<file path="src/hw/serial_tx_pkg.sv">
// How it works
// - Moving the held byte into the transmit shift register sets the empty flag.
// - Clearing the transmitter enable while the empty flag is 0 sets the flag.
// - The empty flag clears only when a write of 0 follows a read that returned it as 1.
// - Status bits 7 to 3 take only a written 0 as a clear; a written 1 changes nothing.
// - The transmit interrupt enable blocks tx_empty_irq at 0 and passes it at 1; the sticky empty status bit and irq do not depend on it.
package serial_tx_pkg;

  // Register indices; byte address is four times the index
  localparam logic [9:0] IDX_FORMAT = 10'h0d8;
  localparam logic [9:0] IDX_DIVISOR = 10'h0d9;
  localparam logic [9:0] IDX_CONTROL = 10'h0da;
  localparam logic [9:0] IDX_TX_HOLD = 10'h0db;
  localparam logic [9:0] IDX_FLAGS = 10'h0dc;
  localparam logic [9:0] IDX_RX_HOLD = 10'h0dd;
  localparam logic [9:0] IDX_IRQ_STATUS = 10'h0e0;
  localparam logic [9:0] IDX_IRQ_MASK = 10'h0e1;

  // Control fields
  localparam int CTRL_TX_IRQ_EN_BIT = 7;
  localparam int CTRL_TX_EN_BIT = 5;

  // Status fields
  localparam int FLAGS_TX_EMPTY_BIT = 7;
  localparam int FLAGS_CLEARABLE_LSB = 3;
  localparam int FLAGS_TX_END_BIT = 2;

  // Event bits of the sticky interrupt status
  localparam int IRQ_WIDTH = 2;
  localparam int IRQ_EMPTY_BIT = 0;
  localparam int IRQ_DONE_BIT = 1;

  // Reset values
  localparam logic [7:0] FORMAT_RESET = 8'h00;
  localparam logic [7:0] DIVISOR_RESET = 8'hff;
  localparam logic [7:0] CONTROL_RESET = 8'h00;
  localparam logic [7:0] TX_HOLD_RESET = 8'hff;
  localparam logic [6:0] FLAGS_LOW_RESET = 7'h04;
  localparam logic IRQ_MASK_RESET = 1'b0;

  // Frame: one start bit, eight data bits, one stop bit
  localparam logic [3:0] FRAME_BITS = 4'ha;

  typedef struct packed {
    logic valid;
    logic [7:0] data;
  } tx_load_type;

  typedef struct packed {
    logic write;
    logic [IRQ_WIDTH-1:0] wdata;
  } irq_write_type;

endpackage

</file>
<file path="src/hw/serial_tx_empty_status.sv">
`timescale 1ns/10ps
module serial_tx_empty_status (
  input wire logic pclk, // System clock, 100 MHz
  input wire logic presetn, // Async reset, active low
  input wire logic psel, // APB select
  input wire logic penable, // APB enable
  input wire logic pwrite, // APB direction, 1 = write
  input wire logic [11:0] paddr, // APB byte address
  input wire logic [31:0] pwdata, // APB write data
  output logic [31:0] prdata, // APB read data
  output logic pready, // APB ready
  output logic pslverr, // APB error for unmapped address
  output logic txd, // Serial transmit line
  output logic tx_empty_irq, // Transmit-register-empty request
  output logic irq // Combined sticky interrupt
);

  // Word index decode, shared by setup capture and access effects
  function automatic logic hit(input logic [11:0] addr, input logic [9:0] idx);
    hit = (addr[11:2] == idx) && (addr[1:0] == 2'b00);
  endfunction

  function automatic logic mapped(input logic [11:0] addr);
    mapped = hit(addr, serial_tx_pkg::IDX_FORMAT)
      || hit(addr, serial_tx_pkg::IDX_DIVISOR)
      || hit(addr, serial_tx_pkg::IDX_CONTROL)
      || hit(addr, serial_tx_pkg::IDX_TX_HOLD)
      || hit(addr, serial_tx_pkg::IDX_FLAGS)
      || hit(addr, serial_tx_pkg::IDX_RX_HOLD)
      || hit(addr, serial_tx_pkg::IDX_IRQ_STATUS)
      || hit(addr, serial_tx_pkg::IDX_IRQ_MASK);
  endfunction

  logic setup;
  logic wr_fire;
  logic rd_fire;

  assign setup = psel && !penable;
  assign wr_fire = psel && penable && pwrite;
  assign rd_fire = psel && penable && !pwrite;

  // Registers reached by software
  logic [7:0] format_reg, format_next;
  logic [7:0] divisor_reg, divisor_next;
  logic [7:0] control_reg, control_next;
  logic [7:0] tx_hold_reg, tx_hold_next;
  logic tx_empty_reg, tx_empty_next;
  logic [6:0] flags_low_reg, flags_low_next;

  // Clear handshake for the empty flag
  logic armed_reg, armed_next;
  logic rd_empty_reg, rd_empty_next;

  // Bus answer
  logic [31:0] prdata_reg, prdata_next;
  logic err_reg, err_next;

  // Transmitter and interrupt block
  serial_tx_pkg::tx_load_type load;
  serial_tx_pkg::irq_write_type status_wr;
  serial_tx_pkg::irq_write_type mask_wr;
  logic busy;
  logic done;
  logic tx_en;
  logic tx_en_fall;
  logic [serial_tx_pkg::IRQ_WIDTH-1:0] events;
  logic [serial_tx_pkg::IRQ_WIDTH-1:0] irq_status;
  logic [serial_tx_pkg::IRQ_WIDTH-1:0] irq_mask;
  logic set_empty;

  assign tx_en = control_reg[serial_tx_pkg::CTRL_TX_EN_BIT];
  assign tx_en_fall = tx_en && !control_next[serial_tx_pkg::CTRL_TX_EN_BIT];

  // Hand the held byte over only while enabled and the shifter is free
  always_comb begin
    load.valid = tx_en && !tx_empty_reg && !busy;
    load.data = tx_hold_reg;
  end

  // Either way of freeing the holding register
  assign set_empty = load.valid
    || (tx_en_fall && !tx_empty_reg);

  tx_shifter u_shifter (
    .pclk(pclk),
    .presetn(presetn),
    .load(load),
    .divisor(divisor_reg),
    .busy(busy),
    .done(done),
    .txd(txd)
  );

  // Configuration and data registers
  always_comb begin
    format_next = format_reg;
    divisor_next = divisor_reg;
    control_next = control_reg;
    tx_hold_next = tx_hold_reg;
    if (wr_fire) begin
      if (hit(paddr, serial_tx_pkg::IDX_FORMAT)) begin
        format_next = pwdata[7:0];
      end
      if (hit(paddr, serial_tx_pkg::IDX_DIVISOR)) begin
        divisor_next = pwdata[7:0];
      end
      if (hit(paddr, serial_tx_pkg::IDX_CONTROL)) begin
        control_next = pwdata[7:0];
      end
      if (hit(paddr, serial_tx_pkg::IDX_TX_HOLD)) begin
        tx_hold_next = pwdata[7:0];
      end
    end
  end

  always_ff @(posedge pclk or negedge presetn) begin
    if (!presetn) begin
      format_reg <= serial_tx_pkg::FORMAT_RESET;
      divisor_reg <= serial_tx_pkg::DIVISOR_RESET;
      control_reg <= serial_tx_pkg::CONTROL_RESET;
      tx_hold_reg <= serial_tx_pkg::TX_HOLD_RESET;
    end else begin
      format_reg <= format_next;
      divisor_reg <= divisor_next;
      control_reg <= control_next;
      tx_hold_reg <= tx_hold_next;
    end
  end

  // Empty flag and its read-then-write-zero clear
  always_comb begin
    tx_empty_next = tx_empty_reg;
    flags_low_next = flags_low_reg;
    armed_next = armed_reg;
    if (rd_fire && hit(paddr, serial_tx_pkg::IDX_FLAGS)) begin
      armed_next = armed_reg || rd_empty_reg;
    end
    if (wr_fire && hit(paddr, serial_tx_pkg::IDX_FLAGS)) begin
      // A written 1 leaves the flag alone
      if (armed_reg && !pwdata[serial_tx_pkg::FLAGS_TX_EMPTY_BIT]) begin
        tx_empty_next = 1'b0;
      end
      // Receive-side flags are never set here; a written 0 keeps them clear
      for (int b = serial_tx_pkg::FLAGS_CLEARABLE_LSB; b < 7; b++) begin
        if (!pwdata[b]) begin
          flags_low_next[b] = 1'b0;
        end
      end
      armed_next = 1'b0;
    end
    // Transmit end follows the flag and the shifter
    flags_low_next[serial_tx_pkg::FLAGS_TX_END_BIT] = tx_empty_next && !busy;
    // Hardware set wins over a clear in the same cycle
    if (set_empty) begin
      tx_empty_next = 1'b1;
    end
  end

  always_ff @(posedge pclk or negedge presetn) begin
    if (!presetn) begin
      tx_empty_reg <= 1'b1;
      flags_low_reg <= serial_tx_pkg::FLAGS_LOW_RESET;
      armed_reg <= 1'b0;
    end else begin
      tx_empty_reg <= tx_empty_next;
      flags_low_reg <= flags_low_next;
      armed_reg <= armed_next;
    end
  end

  // Interrupt events and software access to the sticky block
  assign events[serial_tx_pkg::IRQ_EMPTY_BIT] = set_empty && !tx_empty_reg;
  assign events[serial_tx_pkg::IRQ_DONE_BIT] = done;

  always_comb begin
    status_wr.write = wr_fire && hit(paddr, serial_tx_pkg::IDX_IRQ_STATUS);
    status_wr.wdata = pwdata[serial_tx_pkg::IRQ_WIDTH-1:0];
    mask_wr.write = wr_fire && hit(paddr, serial_tx_pkg::IDX_IRQ_MASK);
    mask_wr.wdata = pwdata[serial_tx_pkg::IRQ_WIDTH-1:0];
  end

  irq_sticky u_irq (
    .pclk(pclk),
    .presetn(presetn),
    .events(events),
    .status_wr(status_wr),
    .mask_wr(mask_wr),
    .status(irq_status),
    .mask(irq_mask),
    .irq(irq)
  );

  // Request is level, not an edge, so a masked-then-enabled flag still fires
  assign tx_empty_irq = tx_empty_reg
    && control_reg[serial_tx_pkg::CTRL_TX_IRQ_EN_BIT];

  // Read data captured in the setup cycle, so the access phase needs no wait
  always_comb begin
    prdata_next = prdata_reg;
    err_next = err_reg;
    rd_empty_next = rd_empty_reg;
    if (setup) begin
      prdata_next = 32'h0000_0000;
      err_next = !mapped(paddr);
      rd_empty_next = 1'b0;
      if (!pwrite) begin
        if (hit(paddr, serial_tx_pkg::IDX_FORMAT)) begin
          prdata_next[7:0] = format_reg;
        end
        if (hit(paddr, serial_tx_pkg::IDX_DIVISOR)) begin
          prdata_next[7:0] = divisor_reg;
        end
        if (hit(paddr, serial_tx_pkg::IDX_CONTROL)) begin
          prdata_next[7:0] = control_reg;
        end
        if (hit(paddr, serial_tx_pkg::IDX_TX_HOLD)) begin
          prdata_next[7:0] = tx_hold_reg;
        end
        if (hit(paddr, serial_tx_pkg::IDX_FLAGS)) begin
          prdata_next[7:0] = {tx_empty_reg, flags_low_reg};
          rd_empty_next = tx_empty_reg;
        end
        if (hit(paddr, serial_tx_pkg::IDX_IRQ_STATUS)) begin
          prdata_next[serial_tx_pkg::IRQ_WIDTH-1:0] = irq_status;
        end
        if (hit(paddr, serial_tx_pkg::IDX_IRQ_MASK)) begin
          prdata_next[serial_tx_pkg::IRQ_WIDTH-1:0] = irq_mask;
        end
      end
    end
  end

  always_ff @(posedge pclk or negedge presetn) begin
    if (!presetn) begin
      prdata_reg <= 32'h0000_0000;
      err_reg <= 1'b0;
      rd_empty_reg <= 1'b0;
    end else begin
      prdata_reg <= prdata_next;
      err_reg <= err_next;
      rd_empty_reg <= rd_empty_next;
    end
  end

  assign prdata = prdata_reg;
  assign pready = 1'b1;
  assign pslverr = psel && penable && err_reg;

endmodule // serial_tx_empty_status

</file>
<file path="src/hw/tx_shifter.sv">
`timescale 1ns/10ps
module tx_shifter (
  input wire logic pclk, // System clock
  input wire logic presetn, // Async reset, active low
  input wire serial_tx_pkg::tx_load_type load, // Byte from holding register
  input wire logic [7:0] divisor, // Bit time is divisor plus one cycles
  output logic busy, // Frame in progress
  output logic done, // Pulse at end of stop bit
  output logic txd // Serial output, idles high
);
  logic [9:0] frame_reg, frame_next;
  logic [3:0] bits_reg, bits_next;
  logic [7:0] tick_reg, tick_next;
  logic done_reg, done_next;

  always_comb begin
    frame_next = frame_reg;
    bits_next = bits_reg;
    tick_next = tick_reg;
    done_next = 1'b0;
    if (bits_reg == 4'h0) begin
      if (load.valid) begin
        frame_next = {1'b1, load.data, 1'b0};
        bits_next = serial_tx_pkg::FRAME_BITS;
        tick_next = divisor;
      end
    end else if (tick_reg != 8'h00) begin
      tick_next = tick_reg - 8'h01;
    end else begin
      frame_next = {1'b1, frame_reg[9:1]};
      bits_next = bits_reg - 4'h1;
      tick_next = divisor;
      done_next = (bits_reg == 4'h1);
    end
  end

  always_ff @(posedge pclk or negedge presetn) begin
    if (!presetn) begin
      frame_reg <= 10'h3ff;
      bits_reg <= 4'h0;
      tick_reg <= 8'h00;
      done_reg <= 1'b0;
    end else begin
      frame_reg <= frame_next;
      bits_reg <= bits_next;
      tick_reg <= tick_next;
      done_reg <= done_next;
    end
  end

  assign busy = (bits_reg != 4'h0);
  assign done = done_reg;
  assign txd = frame_reg[0];
endmodule // tx_shifter

</file>
<file path="src/hw/irq_sticky.sv">
`timescale 1ns/10ps
module irq_sticky (
  input wire logic pclk, // System clock
  input wire logic presetn, // Async reset, active low
  input wire logic [serial_tx_pkg::IRQ_WIDTH-1:0] events, // One-cycle event pulses
  input wire serial_tx_pkg::irq_write_type status_wr, // Write one to clear
  input wire serial_tx_pkg::irq_write_type mask_wr, // Mask register write
  output logic [serial_tx_pkg::IRQ_WIDTH-1:0] status, // Sticky event bits
  output logic [serial_tx_pkg::IRQ_WIDTH-1:0] mask, // Enables per bit
  output logic irq // Level interrupt
);
  logic [serial_tx_pkg::IRQ_WIDTH-1:0] status_reg, status_next;
  logic [serial_tx_pkg::IRQ_WIDTH-1:0] mask_reg, mask_next;

  genvar i;
  generate
    for (i = 0; i < serial_tx_pkg::IRQ_WIDTH; i++) begin : g_bit
      // Set wins over a clear in the same cycle
      always_comb begin
        status_next[i] = status_reg[i];
        mask_next[i] = mask_reg[i];
        if (status_wr.write && status_wr.wdata[i]) begin
          status_next[i] = 1'b0;
        end
        if (events[i]) begin
          status_next[i] = 1'b1;
        end
        if (mask_wr.write) begin
          mask_next[i] = mask_wr.wdata[i];
        end
      end

      always_ff @(posedge pclk or negedge presetn) begin
        if (!presetn) begin
          status_reg[i] <= 1'b0;
          mask_reg[i] <= serial_tx_pkg::IRQ_MASK_RESET;
        end else begin
          status_reg[i] <= status_next[i];
          mask_reg[i] <= mask_next[i];
        end
      end
    end
  endgenerate

  assign status = status_reg;
  assign mask = mask_reg;
  assign irq = |(status_reg & mask_reg);
endmodule // irq_sticky

</file>
<file path="config.mk">
export PLATFORM = sky130hd
export DESIGN_NAME = serial_tx_empty_status
export DESIGN_NICKNAME = d
export VERILOG_FILES = /design/src/hw/serial_tx_pkg.sv /design/src/hw/serial_tx_empty_status.sv /design/src/hw/tx_shifter.sv /design/src/hw/irq_sticky.sv
export SDC_FILE = /design/constraint.sdc
export NUM_CORES = 1
export LEC_CHECK = 0
export ABC_AREA = 1
export BUFFER_PORTS_ARGS = -buffer_cell sky130_fd_sc_hd__buf_4
export CAP_MARGIN = 5
export CELL_PAD_IN_SITES_DETAIL_PLACEMENT = 0
export CELL_PAD_IN_SITES_GLOBAL_PLACEMENT = 1
export CORE_ASPECT_RATIO = 0.5
export CORE_UTILIZATION = 38
export CTS_CLUSTER_SIZE = 20
export DETAILED_ROUTE_END_ITERATION = 8
export GPL_TIMING_DRIVEN = 0
export PLACE_DENSITY_LB_ADDON = 0.1
export SLEW_MARGIN = 30
export SYNTH_ARGS = -nofsm -noshare
export SYNTH_HDL_FRONTEND = slang
export SYNTH_SLANG_ARGS = --single-unit
export TNS_END_PERCENT = 50
</file>
<file path="constraint.sdc">
create_clock -name pclk -period 2 [get_ports pclk]
set_clock_uncertainty 0.05 [all_clocks]
set_input_delay 0.4 -clock pclk [delete_from_list [all_inputs] [get_ports pclk]]
set_output_delay 0.4 -clock pclk [all_outputs]
set_load 0.005 [all_outputs]
</file>
# Word level (Yosys, flattened, before mapping)
# Index checks and enable logic that the tools add are counted.
# totals
regBits	72
output_inout_bits	37
# classes
add_sub_neg	2
eq_ne	11
n_mux	32
bitwise	1
n_reduce_logical	56
# ops
cell	n
$eq 10x8->1 const B	8
$mux 8	9
$mux 10	3
$logic_and 1x1->1	27
$mux 1	13
$mux 4	3
$mux 6	2
$reduce_and 2->1	5
$logic_or 1x1->1	9
$reduce_bool 8->1	1
$sub 8x1->8 const B	1
$logic_not 1->1	7
$reduce_bool 2->1	3
$eq 4x1->1 const B	1
$logic_not 4->1	1
$mux 2	2
$reduce_bool 4->1	1
$sub 4x1->4 const B	1
$and 2x2->2	1
$logic_not 2->1	1
$ne 2x1->1 const B	1
$ne 2x2->1 const B	1
$reduce_or 2->1	1

# Longest topological paths before layout
# logic_depth
depth_word	10
ltp_mapped	12

# Modules after synthesis
# Synthesis repeated with hierarchy kept, for this count alone.
# hier_totals
cells_unflattened	555
area_unflattened_um2	4205.3
# by_module_without_submodules
mod	instances	cells_each	area_each_um2
serial_tx_empty_status	1	353	2703.8
tx_shifter	1	181	1335.0
irq_sticky	1	21	166.4

# Least setup slack after synthesis
# No wires, ideal clock.
# synth_path
path_type	reg2reg
start	register u_shifter.tick_reg[0]
end	register u_shifter.bits_reg[3]
setup_time_ns	0.068
arrival_time_ns	1.470
required_time_ns	1.882
setup_slack_ns	0.411
stages_incl_launch_ff	10
path_buffers	1
path_cell_list	dfrtp_1 inv_1 ha_1 nand4_1 nor2_2 nand2_2 nand2_2 buf_6 nand4_1 nand3_1
# synth_via
elab_chain_cells	3
# synth_rtl
element	line_no	source
from (decl)	tx_shifter.sv:13	logic [7:0] tick_reg, tick_next;
from (signal assigned)	tx_shifter.sv:46	tick_reg <= tick_next;
$reduce_bool 8->1	tx_shifter.sv:27	end else if (tick_reg != 8'h00) begin
$ne 2x1->1 (no source line)	-	
$reduce_and 2->1 (no source line)	-	
to (signal assigned)	tx_shifter.sv:45	bits_reg <= bits_next;
to (decl)	tx_shifter.sv:12	logic [3:0] bits_reg, bits_next;
# Every way passes these cells.
# A chain may end at the register's enable or synchronous reset.

# Worst setup path in the final report
# layout_path
start	register u_shifter.tick_reg[0]
end	register u_shifter.tick_reg[4]
# layout_via
elab_chain_cells	3
word_cells_on_any_way	4
# layout_rtl
element	line_no	source
$sub 8x1->8 or $reduce_bool 8->1 (tied branches)	tx_shifter.sv:28, tx_shifter.sv:27	
$mux 8 (*)	tx_shifter.sv:27	
$mux 8 (*)	tx_shifter.sv:21	if (bits_reg == 4'h0) begin
# Every way passes the cells marked *; elsewhere a longest branch is shown, timed or not.

==> results.yml <==
run_status:
  status: "finished with violations"
  violations: "negative hold slack"
route:
  vias: 3309
  postRouteAntennaNets: 0
  dr_wl_met3_um: 494
  wl_met2_um: 4064
  drt_first_pass_iters: 5
  drtIter0Drc: 150
  wl_per_cell_um: 14.33
  via_per_inst: 4.667
  remaining_drc_errors: 0
  wl_met1_um: 5484
  top_layer: "met4"
  drt-total-wl_um: 10160
layout:
  num-fill-cells: 968
  layout.nets: 621
  final_common_cell: "nand2_1"
  seq_area_mm2: 0.001810
  drive_gt1_share_pct: 24.74
  largest_reg_flops: 9
  final_cell_mix: "102 x nand2_1, 68 x inv_1, 62 x buf_4"
  synthToLayoutAreaGrowth_pct: 22.64
  multi_input_area_mm2: 0.001708
  diodes: 0
power_and_ir_drop:
  cellPowerDensity_mw_per_mm2: 974.1
  p_leak_uw: 0.002491
  ir_worst_vdd_mv: 0.3763
  total_power_uw: 4708
floorplanning:
  die-area_mm2: 0.01081
  start_util_pct: 40.38
  fp.dieW_um: 146.0
  die-height_um: 74.02
  coreArea_mm2: 0.009759
  io_pins: 86
  rows: 25
placed_design:
  portBuffers: 36
  gp_congestion: 0.8211
  dp_hpwl_um: 7486
  place_ws_ns: 0.008592
global_routing:
  first_global_vias: 3125
  grt_usage_pct: 20.77
  antenna_found_initial: 0
  grt_pass1_wl_um: 16670
  grt_overflow_total: 0
  grt_max_degree: 72
timing:
  slew-limit-headroom_pct: 54.60
  hold_ws_ns: -0.002125
  period_share_pct: 90.33
  finalMaxSlewViolations: 0
  final_hold_viol_count: 2
  period_minus_slack_ns: 1.807
  setup-violations-final: 0
  finalWorstSetupSlack_ns: 0.1934
  clock.fmax_mhz: 553.5
  worst_pin_slew_ns: 0.6810
worst_setup_path:
  rr_worst_depth: 9
  cp_cell_sequence: "inv_1, ha_1, nand4_1, nor2_4, nand2_2, nand2_4, buf_6, nand2_1, o211ai_1"
  end_kind: "flop"
  path_max_fanout: 10
  critical_path_class: "reg -> reg"
  critPathLaunchType: "flop"
  cpPeakStageDelay_ns: 0.37
  worst_path_max_delay_cell: "dfrtp_1"
  cp.required_ns: 2.20
  arrival_ns: 2.01
hold_path:
  hold_path.class: "in -> async"
job:
  cap_violations: 0
synthesis:
  synth_cell_type_count: 36
  ys_seq_elements: 71
  synthesis.area_mm2: 0.003941
  syn_avg_cell_area_um2: 7.930
  yosys_warnings: 0
  ys_seq_area_share_pct: 45.94
  synthCells: 497
cts:
  cts_buffer_depth: 2
  cts-htree-levels: 3
  clock-sinks: 71
  insertion_delay_ns: 0.34
  cts_buffers: 9
  cts_tree: "yes"
  ctsRootBufferMaster: "clkbuf_16"
  path_clk_slew_ns: 0.06
==> power by group <==
group          internal, µW  switching [µW]
combinational           425             660
clock                  1130             629
sequential             1720             146
total                  3270            1440
==> routing by layer <==
| layer | vias up | track usage, % |
|---|---|---|
| li1 | 1710 | - |
| met1 | 1510 | 30.62 |
| met2 | 79 | 30.41 |
| met3 | 10 | 4.785 |
| met4 | 0 | 6.250 |
| met5 | - | 0 |
==> cells in the mapped netlist <==
| cell | instances | area share [%] |
|---|---|---|
| dfstp_2 | 27 | 18 |
| xnor2_1 | 1 | 0.22 |
| a22o_1 | 1 | 0.22 |
| nand3_1 | 26 | 3.3 |
| conb_1 | 2 | 0.19 |
| o211ai_1 | 10 | 1.9 |
| a31oi_1 | 7 | 1.1 |
| nand3b_1 | 3 | 0.57 |
| nand4_1 | 15 | 2.4 |
| inv_1 | 68 | 6.5 |
| nand2_1 | 102 | 9.7 |
| dfrtp_1 | 44 | 28 |
| clkbuf_1 | 1 | 0.095 |
| ha_1 | 3 | 0.95 |
| nor2_1 | 47 | 4.5 |
| o21ai_1 | 13 | 1.7 |
| o21ai_0 | 37 | 4.7 |
| clkinv_1 | 1 | 0.095 |
| nand3_4 | 1 | 0.44 |
| nand2_4 | 1 | 0.29 |
| inv_2 | 5 | 0.48 |
| o22a_1 | 1 | 0.22 |
| nor2_4 | 4 | 1.1 |
| nand2_2 | 3 | 0.48 |
| buf_2 | 3 | 0.38 |
| o22ai_1 | 1 | 0.16 |
| xor2_1 | 3 | 0.67 |
| nor3_1 | 4 | 0.51 |
| nor2_2 | 9 | 1.4 |
| nand3_2 | 4 | 1.0 |
| or2_0 | 1 | 0.16 |
| a21oi_1 | 18 | 2.3 |
| nor3_2 | 1 | 0.25 |
| o21a_1 | 1 | 0.19 |
| buf_6 | 4 | 1.1 |
| buf_4 | 25 | 4.8 |
==> worst max-delay path: cells and delay by family, from the launching register on <==
family / cells / cell delay, ns
AO/OA/AOI/OAI: 1 / 0.07
adder cells (fa/ha/maj): 1 / 0.23
buffers and inverters: 2 / 0.27
flip-flops: 1 / 0.37
AND/OR/NAND/NOR: 5 / 0.72
==> cell type report <==
type / count / area share, %
Sequential cell: 71 / 37.46
Multi-Input combinational cell: 342 / 35.34
Timing Repair Buffer: 38 / 5.980
Inverter: 74 / 5.799
Buffer: 33 / 5.229
Clock buffer: 11 / 5.022
Tap cell: 135 / 3.495
Clock inverter: 5 / 1.683
==> kinds of logic (layout without fill, tap and decap cells) <==
group                      Yosys count  in the layout  share of synthesized area [%]
adders and majority gates            3              3                         0.9525
and+or+nand+nor                    221            221                          26.16
xor gates and xnor gates             4              4                         0.8891
DFF                                 71             71                          45.94
AOI/OAI and AO/OA                   89             89                          12.44
other                                2             25                         0.1905
buffers and inverters              107            161                          13.43
==> worst paths after layout <==
check                                              startpoint                                  to  slack [ns]
max                         u_shifter.tick_reg[0]$_DFFE_PN0P_   u_shifter.tick_reg[4]$_DFFE_PN0P_        0.19
min                                                   presetn   u_shifter.bits_reg[2]$_DFFE_PN0P_      -0.002
max reg2reg                 u_shifter.tick_reg[0]$_DFFE_PN0P_   u_shifter.tick_reg[4]$_DFFE_PN0P_        0.19
min reg2reg                u_shifter.frame_reg[0]$_DFFE_PN1P_  u_shifter.frame_reg[0]$_DFFE_PN1P_        0.42
max in group asynchronous                             presetn          control_reg[0]$_DFFE_PN0P_        1.40
min in group pclk                                   pwdata[3]          control_reg[3]$_DFFE_PN0P_        0.24
==> stage by stage <==
stage / utilization (%) / cells / setup TNS, ns / instance area [µm²]
finish: 49.53 / 709 / 0 / 4833
global route: 49.53 / 709 / -0.009185 / 4833
CTS: 49.09 / 707 / 0 / 4791
detailed placement: 45.77 / 691 / 0 / 4467
global placement: 45.77 / 691 / 0 / 4467
floorplan: - / 520 / 0 / 4028
==> what timing repair did <==
action	4_1_cts	5_1_grt
endpoints found under the setup margin	0	22
hold buffers	0	0
buffers inserted	0	2
gates resized for setup	0	8
Note: power is estimated with default switching activity, not from simulation.
